### src/logic/ebc_defines.vh
// shared constants of the emulator break control
`ifndef EBC_DEFINES_VH
`define EBC_DEFINES_VH

// halt cause codes
`define EBC_CAUSE_NONE    2'h0
`define EBC_CAUSE_HW_BP   2'h1
`define EBC_CAUSE_FORCED  2'h2
`define EBC_CAUSE_TRIGGER 2'h3

// trigger edge select values
`define EBC_EDGE_RISING   1'h0
`define EBC_EDGE_FALLING  1'h1

// reset values
`define EBC_RST_COUNT     8'h00
`define EBC_RST_ADDR      12'h000

// synchroniser depth for the trigger pin
`define EBC_SYNC_STAGES   3

`endif

### src/logic/ebc_trig_edge.v
// trigger pin synchroniser, debounce and edge detector
`timescale 1ns/1ps
`include "ebc_defines.vh"

module ebc_trig_edge (
  input  wire i_clk,
  input  wire i_rst_n,
  input  wire i_ce,
  input  wire i_pin,
  output reg  o_rise,
  output reg  o_fall
);

  reg [`EBC_SYNC_STAGES-1:0] sync_q;
  reg                        level_q;
  wire                       stable;
  wire                       new_level;

  // stages 2 and 3 agree: the change counts
  assign stable    = (sync_q[1] == sync_q[2]);
  assign new_level = sync_q[2];

  always @(posedge i_clk) begin
    if (!i_rst_n) begin
      sync_q  <= {`EBC_SYNC_STAGES{1'b0}};
      level_q <= 1'b0;
      o_rise  <= 1'b0;
      o_fall  <= 1'b0;
    end else if (i_ce) begin
      sync_q <= {sync_q[1:0], i_pin};
      o_rise <= 1'b0;
      o_fall <= 1'b0;
      if (stable && (new_level != level_q)) begin
        level_q <= new_level;
        o_rise  <= new_level;
        o_fall  <= ~new_level;
      end
    end
  end

endmodule // ebc_trig_edge

### src/logic/ebc_break_ctrl.v
// break control: hardware, pass-count, forced and trigger breaks
// How it works
// - no breakpoint halt inside a chained run
// - breakpoint halt at fetch ending the run
// - forced and trigger breaks halt mid-run
// - skipped instruction breakpoints never halt
// - pass count decrements only on execution
// - trigger break on selected pin edge
// - trace and break share one trigger
`timescale 1ns/1ps
`include "ebc_defines.vh"

module ebc_break_ctrl #(
  parameter AW  = 12,
  parameter CW  = 8,
  parameter NBP = 8,
  parameter IW  = 3
) (
  input  wire          i_clk,
  input  wire          i_rst_n,
  input  wire          i_ce,
  input  wire          i_run_cmd,
  input  wire          i_run_with_breaks_cmd,
  input  wire [AW-1:0] i_start_addr,
  input  wire          i_force_break,
  input  wire          i_trig_pin,
  input  wire          i_trig_edge_sel,
  input  wire          i_trig_break_en,
  input  wire          i_trig_trace_en,
  input  wire          i_bp_wr,
  input  wire [IW-1:0] i_bp_idx,
  input  wire          i_bp_valid,
  input  wire [AW-1:0] i_bp_addr,
  input  wire [CW-1:0] i_bp_count,
  input  wire          i_fetch,
  input  wire [AW-1:0] i_fetch_addr,
  input  wire          i_fetch_chained,
  input  wire          i_fetch_skipped,
  output reg           o_running,
  output reg           o_halt,
  output reg  [1:0]    o_halt_cause,
  output reg  [AW-1:0] o_halt_addr,
  output reg  [AW-1:0] o_resume_addr,
  output reg  [AW-1:0] o_pc_start,
  output reg           o_trace_trig
);

  reg          bp_valid_q [0:NBP-1];
  reg [AW-1:0] bp_addr_q  [0:NBP-1];
  reg [CW-1:0] bp_count_q [0:NBP-1];

  reg          breaks_en_q;
  reg          bp_pend_q;
  reg          ext_pend_q;
  reg  [1:0]   ext_cause_q;

  wire         trig_rise;
  wire         trig_fall;
  wire         trig_edge;
  wire         start;
  wire         exec_fetch;
  wire [NBP-1:0] hit;
  wire [NBP-1:0] halt_vec;
  wire [NBP-1:0] dec_vec;
  wire         any_halt_hit;
  wire         ext_halt;
  wire         bp_halt;
  wire         do_halt;

  ebc_trig_edge u_trig (
    .i_clk   (i_clk),
    .i_rst_n (i_rst_n),
    .i_ce    (i_ce),
    .i_pin   (i_trig_pin),
    .o_rise  (trig_rise),
    .o_fall  (trig_fall)
  );

  // one edge feeds trace and break
  assign trig_edge = (i_trig_edge_sel == `EBC_EDGE_FALLING) ? trig_fall : trig_rise;

  assign start = i_run_cmd | i_run_with_breaks_cmd;

  assign exec_fetch = o_running & i_fetch & ~i_fetch_skipped;

  // pass count used up
  function count_spent;
    input [CW-1:0] cnt;
    begin
      count_spent = (cnt == {CW{1'b0}});
    end
  endfunction

  genvar g;
  generate
    for (g = 0; g < NBP; g = g + 1) begin : g_match
      assign hit[g]      = exec_fetch & breaks_en_q & bp_valid_q[g] & (bp_addr_q[g] == i_fetch_addr);
      assign halt_vec[g] = hit[g] & count_spent(bp_count_q[g]);
      assign dec_vec[g]  = hit[g] & ~count_spent(bp_count_q[g]);
    end
  endgenerate

  assign any_halt_hit = |halt_vec;

  // breakpoint table and pass counters
  integer i;
  always @(posedge i_clk) begin
    if (!i_rst_n) begin
      for (i = 0; i < NBP; i = i + 1) begin
        bp_valid_q[i] <= 1'b0;
        bp_addr_q[i]  <= {AW{1'b0}};
        bp_count_q[i] <= {CW{1'b0}};
      end
    end else if (i_ce) begin
      for (i = 0; i < NBP; i = i + 1) begin
        if (i_bp_wr && (i_bp_idx == i[IW-1:0])) begin
          bp_valid_q[i] <= i_bp_valid;
          bp_addr_q[i]  <= i_bp_addr;
          bp_count_q[i] <= i_bp_count;
        end else if (dec_vec[i]) begin
          bp_count_q[i] <= bp_count_q[i] - {{(CW-1){1'b0}}, 1'b1};
        end
      end
    end
  end

  // trace pulse on the selected edge
  always @(posedge i_clk) begin
    if (!i_rst_n) begin
      o_trace_trig <= 1'b0;
    end else if (i_ce) begin
      o_trace_trig <= i_trig_trace_en & trig_edge;
    end
  end

  // halt at this fetch, external request first
  assign ext_halt = o_running & i_fetch & ext_pend_q;
  assign bp_halt  = o_running & i_fetch & ~ext_pend_q & bp_pend_q & ~i_fetch_chained;
  assign do_halt  = ext_halt | bp_halt;

  // external requests wait for the next fetch
  always @(posedge i_clk) begin
    if (!i_rst_n) begin
      ext_pend_q  <= 1'b0;
      ext_cause_q <= `EBC_CAUSE_NONE;
    end else if (i_ce) begin
      if (start && !o_running) begin
        ext_pend_q <= 1'b0;
      end else if (ext_halt) begin
        ext_pend_q <= 1'b0;
      end else if (o_running) begin
        // forced break beats trigger when both arrive
        if (i_force_break) begin
          ext_pend_q  <= 1'b1;
          ext_cause_q <= `EBC_CAUSE_FORCED;
        end else if (i_trig_break_en && trig_edge && !ext_pend_q) begin
          ext_pend_q  <= 1'b1;
          ext_cause_q <= `EBC_CAUSE_TRIGGER;
        end
      end
    end
  end

  // breakpoint hit waits for the run to end
  always @(posedge i_clk) begin
    if (!i_rst_n) begin
      bp_pend_q <= 1'b0;
    end else if (i_ce) begin
      if (start && !o_running) begin
        bp_pend_q <= 1'b0;
      end else if (do_halt) begin
        bp_pend_q <= 1'b0;
      end else if (any_halt_hit) begin
        bp_pend_q <= 1'b1;
      end
    end
  end

  // run state and halt report
  always @(posedge i_clk) begin
    if (!i_rst_n) begin
      o_running     <= 1'b0;
      o_halt        <= 1'b0;
      o_halt_cause  <= `EBC_CAUSE_NONE;
      o_halt_addr   <= {AW{1'b0}};
      o_resume_addr <= {AW{1'b0}};
      o_pc_start    <= {AW{1'b0}};
      breaks_en_q   <= 1'b0;
    end else if (i_ce) begin
      o_halt <= 1'b0;
      if (start && !o_running) begin
        o_running   <= 1'b1;
        o_pc_start  <= i_start_addr;
        breaks_en_q <= i_run_with_breaks_cmd;
      end else if (do_halt) begin
        o_running   <= 1'b0;
        o_halt      <= 1'b1;
        o_halt_addr <= i_fetch_addr;
        if (ext_halt) begin
          o_halt_cause <= ext_cause_q;
        end else begin
          o_halt_cause <= `EBC_CAUSE_HW_BP;
        end
      end

      // track address past the chained run
      if (o_running && i_fetch && !i_fetch_chained) begin
        o_resume_addr <= i_fetch_addr;
      end
    end
  end

endmodule // ebc_break_ctrl

### config.mk
export PLATFORM = sky130hd
export DESIGN_NAME = ebc_break_ctrl
export DESIGN_NICKNAME = d
export VERILOG_FILES = /design/src/logic/ebc_trig_edge.v /design/src/logic/ebc_break_ctrl.v
export VERILOG_INCLUDE_DIRS = /design/src /design/src/logic
export SDC_FILE = /design/constraint.sdc
export NUM_CORES = 1
export LEC_CHECK = 0
export BUFFER_PORTS_ARGS = -buffer_cell sky130_fd_sc_hd__buf_2
export CAP_MARGIN = 25
export CORE_MARGIN = 1.5
export CORE_UTILIZATION = 40
export DETAILED_ROUTE_END_ITERATION = 8
export SLEW_MARGIN = 5
export SYNTH_ARGS = -nofsm -noshare
export SYNTH_HDL_FRONTEND = slang
export SYNTH_SLANG_ARGS = --single-unit
### constraint.sdc
create_clock -name i_clk -period 3.85 [get_ports i_clk]
set_input_delay 0.5775 -clock i_clk [delete_from_list [all_inputs] [get_ports i_clk]]
set_output_delay 0.5775 -clock i_clk [all_outputs]
set_load 0.01 [all_outputs]
==> results by group, run 1 <==
Floorplanning
  – Die H: 168 microns
  – Die area: 28100 sq um
  – Core Area: 26800 sq um
  – Die width: 168 microns
  – Standard-cell rows: 60
  – Num ports: 103
  – Initial Utilization: 0.405

Layout
  – Share of cells above drive strength 1: 0.169
  – Final Net Count: 1145
  – Filler Cell Count: 2426
  – Multi-input logic area: 4360 sq um
  – Inserted Diodes: 0
  – Final core utilization: 0.469
  – Commonest non-fill, non-tap cell in the layout: edfxtp_1
  – Most frequent cells in the layout: edfxtp_1 (167), nand2_1 (115), nor2_1 (105), buf_2 (101)
  – Area Overhead vs Synth: 15.8%
  – Reg area: 6080 sq um

Outcome
  – Status: finished, final reports clean

Routing
  – Average vias per placed instance: 5.28
  – WL per Instance: 19.0 microns
  – Via count: 7523
  – DRT Pass-1 Iters: 7
  – DR DRC count: 0
  – ANT nets after route: 0
  – DRT Wirelength: 27100 microns
  – Starting DRT DRC Count: 761

Timing
  – Tmin final: 2.80 ns
  – Max Freq: 358 MHz
  – Period utilization: 0.726
  – Slew headroom: 0.481
  – Fin. Hold Viols: 0
  – Slew Viols, Final: 0
  – Clock Skew: 0.0157 ns
  – Worst slew pin tran: 0.776 ns
  – # setup viols final: 0
  – RSZ-0062 raised after global routing: false
  – Setup_tns: 0 ns
  – Worst hold slack: 0.321 ns
  – Worst Setup Slack, final: 1.05 ns

Clock network
  – Clk sinks: 220
  – Htree depth: 1
  – Setup Buffers After CTS: 0
  – CTS tree: done
  – Clock slew at reported path FFs: 0.06 ns
  – Root Driver: clkbuf_16
  – Post-CTS sizing: 0
  – CTS Buf Count: 24
  – Clock insertion delay at the later pin of the skew report: 0.52 ns
  – CTS Hold Bufs: 0
  – Deepest clock path buffer count: 3

Power and ir drop
  – Power Density: 472 nW/um^2
  – LEAKAGE: 4.76 nW
  – Worst vdd ir: 324 uV

Yosys
  – Post-synth EDFFs: 167
  – Post-synthesis net count: 1048
  – Area contributors post-synth: edfxtp_1 (46%), dfxtp_1 (9.8%), xnor2_1 (5.8%)
  – FFs w/ async S/R, synth: 0
  – Yosys top cell by area: edfxtp_1
  – Syn Area/Cell: 11.2 sq um
  – Mapped Area: 10800 sq um
  – Synth cell types: 58
  – Synth top area share: 0.462
  – Yosys warning total: 0
  – #FFs+latches synth: 220
  – Register area share after synthesis: 0.560
  – Most used DFF post-synth: edfxtp_1
  – Cells after Synth: 970

Critical path
  – Reg2reg end: bp_count_q[1][16]$_SDFFCE_PN0P_
  – Crit path to: bp_count_q[1][16]$_SDFFCE_PN0P_
  – Worst reg-to-reg path cell count: 5
  – CP max FO: 17
  – Crit Path Class: reg2reg
  – WP data arrival: 3.01 ns
  – Critical Path End Type: register
  – Crit start category: register
  – Crit path launch: o_running$_SDFFE_PN0P_
  – FF-to-FF Start: o_running$_SDFFE_PN0P_
  – CP required: 4.06 ns
  – R2R Setup Slk: 1.05 ns

Worst hold path
  – Hold/Removal Path Class: in2reg

Global route
  – Total track usage: 0.194
  – Largest net degree at the start of global routing: 66
  – Total grt overflow: 0
  – Vias in the first global route: 7311
  – Initial antenna violation count: 1
  – First-pass GRT wire length: 42000 microns

Flow run
  – Max-cap violation count: 0

Place
  – Final Wtd Congestion: 0.824
  – Post-Place Setup Slack: 0.872 ns
  – Post-DP HPWL: 19100 microns
  – I/O Buffers: 102
-- final cells by class --
| cell class | instances | share of cell area |
|---|---|---|
| multi-input cells | 665 | 0.347 |
| well taps | 341 | 0.0340 |
| inverters | 35 | 0.0105 |
| clock inverters | 18 | 0.0224 |
| flip-flops and latches | 220 | 0.484 |
| repair buffers | 121 | 0.0522 |
| clock buffers | 26 | 0.0501 |
-- worst max-delay path, stage by stage, from the launching register on --
cell and delay, ns:
dfxtp_1 0.50, and4b_1 0.51, nand4_1 0.16, nor4_2 0.34
nor3b_4 0.64, or2_2 0.34
-- worst min path at each step --
| stage | cells after the start | from | to |
|---|---|---|---|
| floorplan | 1 | ext_cause_q[1]$_SDFFE_PN0P_ | ext_cause_q[1]$_SDFFE_PN0P_ |
| global placement | 2 | o_halt_cause[1]$_SDFFE_PN0P_ | o_halt_cause[1]$_SDFFE_PN0P_ |
| detailed placement | 2 | o_resume_addr[5]$_SDFFE_PN0P_ | o_resume_addr[5]$_SDFFE_PN0P_ |
| CTS | 3 | i_start_addr[5] | o_pc_start[5]$_SDFFE_PN0P_ |
| global route | 3 | i_start_addr[6] | o_pc_start[6]$_SDFFE_PN0P_ |
| finish | 3 | i_start_addr[10] | o_pc_start[10]$_SDFFE_PN0P_ |
-- through the flow --
step / total power, mW / instance area, sq um / cells
floorplan: 3.15 / 10800 / 970
global placement: 3.32 / 11600 / 1382
detailed placement: 3.33 / 11600 / 1382
CTS: 5.96 / 12600 / 1426
global route: 6.11 / 12600 / 1426
finish: 5.92 / 12600 / 1426
-- cell families (layout without fill, tap and decap cells) --
group	after synthesis	count (layout)	share of synthesized area
and+or+nand+nor	366	366	0.164
DFF	220	220	0.560
xor gates and xnor gates	144	144	0.116
AOI/OAI and AO/OA	108	108	0.0740
buffers and inverters	85	200	0.0384
muxes	31	31	0.0287
adders and majority gates	16	16	0.0185
-- power by group --
part	leakage [nW]	switching, mW	internal (mW)
combinational	2.31	0.302	0.197
clock	0.420	0.990	1.66
sequential	2.03	0.0881	2.69
total	4.76	1.38	4.54
-- routing by layer --
layer	track usage	wire, microns	vias up
li1	-	-	3602
met1	0.274	12700	3642
met2	0.307	12100	238
met3	0.0329	1700	39
met4	0.0509	563	2
met5	0	13	-
-- registers in the layout, summed over array words and instances, names as in the netlist, 2 cells and up --
signal,flops
o_halt_addr,12
u_trig.sync_q,3
bp_valid_q,8
bp_addr_q,96
bp_count_q,64
o_pc_start,12
ext_cause_q,2
o_resume_addr,12
o_halt_cause,2
-- Yosys cell counts, drive strengths merged, types with 2 or more instances --
master,n
edfxtp,167
nand2,116
nor2,105
xnor2,72
xor2,72
dfxtp,53
o22ai,42
inv,35
nor2b,35
mux2i,30
clkbuf,28
nor4,26
nand3,25
buf,22
nor3,20
a21boi,17
ha,16
o211a,16
o21ai,12
nand4,11
nor3b,4
or3,4
a21oi,3
a31oi,3
nand2b,3
nand3b,3
nor4b,3
or2,3
or4,3
and3,2
o21a,2
o31ai,2
Note: power is estimated with default switching activity, not from simulation.
==> run 2, diff against run 1 <==
clock period = 2.34 ns   (was 3.85 ns; I/O delays follow)
==> run 2 against run 1 <==
  * Clock skew shrank 0.0061 ns
  * Register-to-register slack lost 0.94 ns
  * Cell area grew 2.7%
  * Sequential share of layout area shrank 1.3 points
  * Largest cell class unchanged
==> results by group, run 2 (synthesis results as in run 1) <==
Layout
  – Share of cells above drive strength 1: 0.208
  – Filler Cell Count: 2410
  – Most frequent cells in the layout: edfxtp_1 (167), nand2_1 (115), nor2_1 (105), buf_2 (101), buf_4 (78)
  – Final Instance Area: 12900 sq um
  – Biggest regs: bp_addr_q: 96 flops, bp_count_q: 64 flops
  – Area Overhead vs Synth: 19.0%
  – Max reg flops: 96
  – Reg with most FFs: bp_addr_q
  – Final Net Count: 1209
  – Commonest non-fill, non-tap cell in the layout: edfxtp_1

Power and ir drop
  – Flop pwr share: 0.518
  – Overall power: 8.81 mW
  – LEAKAGE: 5.02 nW
  – P_int: 6.73 mW
  – Power Density: 683 nW/um^2
  – Worst vdd ir: 477 uV
  – Switching portion of total power: 0.236
  – Sw Pwr: 2.08 mW
  – Clk pwr share: 0.380
  – Gate power share: 0.102

Critical path
  – Critical Path End Type: register
  – FF-to-FF Start: bp_addr_q[0][40]$_SDFFCE_PN0P_
  – WP data arrival: 2.45 ns
  – CP max FO: 8
  – Crit path to: bp_count_q[0][29]$_SDFFCE_PN0P_
  – Worst reg-to-reg path cell count: 6
  – Crit start category: register
  – CP required: 2.56 ns
  – Crit path launch: bp_addr_q[0][40]$_SDFFCE_PN0P_
  – Reg2reg end: bp_count_q[0][29]$_SDFFCE_PN0P_
  – R2R Setup Slk: 0.11 ns
  – Crit Path Class: reg2reg

Routing
  – Via count: 7579
  – Average vias per placed instance: 5.09
  – DRT Pass-1 Iters: 4
  – DR DRC count: 0
  – ANT nets after route: 0
  – Starting DRT DRC Count: 562
  – DRT Wirelength: 26100 microns
  – WL per Instance: 17.5 microns

Floorplanning
  – Die H: 168 microns
  – Initial Utilization: 0.405
  – Standard-cell rows: 60
  – Core Area: 26800 sq um
  – Die width: 168 microns
  – Die area: 28100 sq um
  – Num ports: 103

Timing
  – Slew Viols, Final: 0
  – Clock Skew: 0.00968 ns
  – Max Freq: 449 MHz
  – Slew headroom: 0.608
  – RSZ-0062 raised after global routing: false
  – Worst slew pin tran: 0.582 ns
  – Period utilization: 0.952
  – Fin. Hold Viols: 0
  – # setup viols final: 0
  – Tmin final: 2.23 ns

Place
  – Final Wtd Congestion: 0.814
  – Dpl cell area: 12200 sq um
  – Post-DP HPWL: 18800 microns
  – I/O Buffers: 102

Outcome
  – Status: finished, final reports clean

Clock network
  – Root Driver: clkbuf_16
  – CTS Buf Count: 23
  – Clock slew at reported path FFs: 0.06 ns
  – Clk sinks: 220
  – Clock insertion delay at the later pin of the skew report: 0.51 ns
  – Post-CTS sizing: 0
  – CTS Hold Bufs: 0
  – CTS tree: done
  – Setup Buffers After CTS: 0
  – Htree depth: 1
  – Deepest clock path buffer count: 3

Flow run
  – Max-cap violation count: 0

Global route
  – Total track usage: 0.186
  – Largest net degree at the start of global routing: 111
  – First-pass GRT wire length: 41100 microns
  – Vias in the first global route: 7408
  – Initial antenna violation count: 4
  – Total grt overflow: 0

Worst hold path
  – Hold/Removal Path Class: in2reg
## run 2: cell count changes in the layout (fill, tap and decap cells not counted), moves of 2 or more
cell	previous run	this run
clkbuf_4	0	5
buf_4	20	78
clkinvlp_4	6	0
buf_12	0	7
clkbuf_1	1	6
bufinv_16	7	0
diode_2	0	2
clkbuf_16	25	23
## run 2: final cells by class
| type | count | area, sq um | share of cell area |
|---|---|---|---|
| repair buffers | 186 | 1230 | 0.0954 |
| clock inverters | 5 | 25.0 | 0.00194 |
| clock buffers | 35 | 649 | 0.0503 |
| diodes | 2 | 5.00 | 0.000388 |
| flip-flops and latches | 220 | 6080 | 0.471 |
| inverters | 35 | 131 | 0.0102 |
| multi-input cells | 665 | 4360 | 0.338 |
| well taps | 341 | 427 | 0.0331 |
## run 2: critical path: stages, from the launching register on
cell and delay (ns):
edfxtp_1 0.39, xor2_1 0.16, nor4_1 0.41, nand2_1 0.17, or4_4 0.54, nand3_1 0.14, buf_12 0.14
## run 2: routing by layer
metal / share of wire / global-route usage / vias to the layer above
met1: 0.46 / 0.249 / 3627
li1: - / - / 3735
met4: 0.018 / 0.0435 / 4
met2: 0.47 / 0.312 / 177
met3: 0.052 / 0.0366 / 36
met5: 0.00088 / 0 / -
## run 2: through the flow
stage               cells  TNS, ns   util  hold WS, ns  setup WS [ns]
floorplan             970        0      -        0.440          0.143
global placement     1447   -0.878  0.456        0.448        -0.0705
detailed placement   1447   -0.770  0.456        0.455        -0.0590
CTS                  1487        0  0.481       0.0854         0.0779
global route         1487        0  0.481       0.0884         0.0202
finish               1489        0  0.481        0.102          0.112
## run 2: worst min-delay path by stage
stage          slack (ns)  depth (start not counted)                           to                         from
3_5_place_dp         0.46                          1  ext_cause_q[1]$_SDFFE_PN0P_  ext_cause_q[1]$_SDFFE_PN0P_
4_1_cts              0.09                          3   o_pc_start[4]$_SDFFE_PN0P_              i_start_addr[4]
5_1_grt              0.09                          3   o_pc_start[0]$_SDFFE_PN0P_              i_start_addr[0]
2_1_floorplan        0.44                          1  ext_cause_q[1]$_SDFFE_PN0P_  ext_cause_q[1]$_SDFFE_PN0P_
6_report             0.10                          3   o_pc_start[4]$_SDFFE_PN0P_              i_start_addr[4]
3_3_place_gp         0.45                          1  ext_cause_q[1]$_SDFFE_PN0P_  ext_cause_q[1]$_SDFFE_PN0P_
## run 2: power by group through the flow
stage	Combinational, mW	Sequential, mW	Clock, mW
2_1_floorplan	0.561	4.62	0
6_report	0.902	4.56	3.35
3_5_place_dp	0.906	4.64	0
5_1_grt	0.993	4.59	3.56
4_1_cts	0.912	4.56	3.42
3_3_place_gp	0.899	4.64	0
==> run 3, diff against run 2 <==
CELL_PAD_IN_SITES_DETAIL_PLACEMENT = 0   (was default)
CELL_PAD_IN_SITES_GLOBAL_PLACEMENT = 1   (was default)
PLACE_DENSITY_LB_ADDON = 0.1   (was default)
SLEW_MARGIN = default   (was 5)
==> run 3 against run 2 <==
  * Critical path depth is 1 higher
  * Total power grew 8.5%
  * Clock skew grew 0.0045 ns
  * Sequential share of layout area down 0.61 points
  * Critical path type unchanged
  * Largest cell class unchanged
  * Highest routed layer is now met4
==> results by group, run 3 (synthesis results as in run 1) <==
Outcome
  – Status: finished, final reports clean

Flow run
  – Max-cap violation count: 0

Timing
  – Slew Viols, Final: 0
  – Slew headroom: 0.615
  – Clock Skew: 0.0142 ns
  – Worst slew pin tran: 0.563 ns
  – Fin. Hold Viols: 0
  – Tmin final: 2.19 ns
  – Worst Setup Slack, final: 0.154 ns
  – Worst hold slack: 0.0768 ns
  – Max Freq: 458 MHz
  – RSZ-0062 raised after global routing: false
  – Period utilization: 0.934
  – # setup viols final: 0

Place
  – Placed cells: 1440
  – Post-DP HPWL: 19500 microns
  – Dpl cell area: 12200 sq um
  – I/O Buffers: 102
  – Final Wtd Congestion: 0.773
  – Post-Place Setup Slack: -0.0366 ns

Floorplanning
  – Die area: 28100 sq um
  – Standard-cell rows: 60
  – Die H: 168 microns
  – Core Area: 26800 sq um
  – Initial Utilization: 0.405
  – Die width: 168 microns
  – Num ports: 103

Global route
  – Total grt overflow: 0
  – Total track usage: 0.196
  – First-pass GRT wire length: 42600 microns
  – Vias in the first global route: 7450
  – Initial antenna violation count: 0
  – Largest net degree at the start of global routing: 111

Critical path
  – Critical path's slowest cell: or4_1
  – Crit Path Class: reg2reg
  – Cells along the critical path: or4_1 -> nor4b_1 -> buf_4 -> a211oi_1 -> nand2_1 -> nand3_1 -> buf_12
  – WP data arrival: 2.48 ns
  – CP required: 2.63 ns
  – CP max FO: 8
  – Critical Path End Type: register
  – Worst reg-to-reg path cell count: 7
  – Slowest cell delay on critical path: 0.60 ns
  – Crit start category: register

Layout
  – Max reg flops: 96
  – Share of cells above drive strength 1: 0.207
  – Area Overhead vs Synth: 20.5%
  – Inserted Diodes: 0
  – Filler Cell Count: 2472
  – Reg with most FFs: bp_addr_q
  – Post-Layout Cell Count: 1488
  – Biggest regs: bp_addr_q: 96 flops, bp_count_q: 64 flops
  – Final Net Count: 1205
  – Final core utilization: 0.488
  – Final Instance Area: 13100 sq um
  – Most frequent cells in the layout: edfxtp_1 (167), nand2_1 (115), nor2_1 (105), buf_2 (101)
  – Commonest non-fill, non-tap cell in the layout: edfxtp_1

Routing
  – Starting DRT DRC Count: 500
  – DRT Pass-1 Iters: 5
  – Via count: 7575
  – WL per Instance: 18.5 microns
  – DR DRC count: 0
  – Average vias per placed instance: 5.09
  – ANT nets after route: 0
  – DRT Wirelength: 27500 microns

Clock network
  – Clock insertion delay at the later pin of the skew report: 0.53 ns
  – Setup Buffers After CTS: 0
  – Clock slew at reported path FFs: 0.06 ns
  – Htree depth: 1
  – CTS Buf Count: 26
  – Post-CTS sizing: 0
  – CTS Hold Bufs: 0
  – Clk sinks: 220
  – CTS tree: done
  – Root Driver: clkbuf_16
  – Deepest clock path buffer count: 3

Worst hold path
  – Hold/Removal Path Class: in2reg
  – Hold path cells: 3

Power and ir drop
  – Worst vdd ir: 521 uV
  – Power Density: 731 nW/um^2
  – LEAKAGE: 5.09 nW
[run 3: cell count changes in the layout (fill, tap and decap cells not counted)]
| cell | delta |
|---|---|
| buf_12 | +3 |
| clkinv_2 | +4 |
| clkbuf_16 | +4 |
| bufinv_16 | +3 |
| clkbuf_1 | +1 |
| buf_4 | -10 |
| inv_6 | -1 |
| clkbuf_8 | +1 |
| clkbuf_4 | -4 |
| diode_2 | -2 |
[run 3: layout make-up]
| class | count | area [sq um] | area share |
|---|---|---|---|
| timing repair buffer | 179 | 1220 | 0.0931 |
| clock inverter | 11 | 126 | 0.00967 |
| sequential | 220 | 6080 | 0.465 |
| clock buffer | 37 | 737 | 0.0564 |
| tap | 341 | 427 | 0.0326 |
| multi-input combinational | 665 | 4360 | 0.333 |
| inverter | 35 | 131 | 0.0101 |
[run 3: path summary, 6_finish.rpt]
check                                      start                              to  slack [ns]
setup / recovery  bp_count_q[0][2]$_SDFFCE_PN0P_  bp_count_q[0][4]$_SDFFCE_PN0P_        0.15
hold / removal                  i_start_addr[11]     o_pc_start[11]$_SDFFE_PN0P_        0.08
setup reg to reg  bp_count_q[0][2]$_SDFFCE_PN0P_  bp_count_q[0][4]$_SDFFCE_PN0P_        0.15
hold reg to reg   o_resume_addr[11]$_SDFFE_PN0P_  o_resume_addr[11]$_SDFFE_PN0P_        0.46
[run 3: metal layers]
layer,vias up,track usage,part of all wire
li1,3732,-,-
met2,139,0.319,0.46
met4,0,0.0509,0.021
met5,-,0,0
met3,45,0.0265,0.036
met1,3659,0.276,0.48
[run 3: stage by stage]
step	setup TNS [ns]	total power, mW
after floorplan	0	5.18
after global placement	-0.469	5.56
after detailed placement	-0.480	5.56
after CTS	0	9.67
after global routing	0	9.90
final	0	9.56
[run 3: worst max-delay path: cells and delay by family, from the launching register on]
kind            cells  cell delay (ns)
buf+inv             2             0.37
simple gates        4             1.10
flops               1             0.43
compound gates      1             0.05
[run 3: power breakdown]
group / internal (mW) / leakage [nW] / switching [mW]
registers: 4.43 / 2.03 / 0.132
clock network: 2.51 / 0.427 / 1.58
logic: 0.393 / 2.63 / 0.514
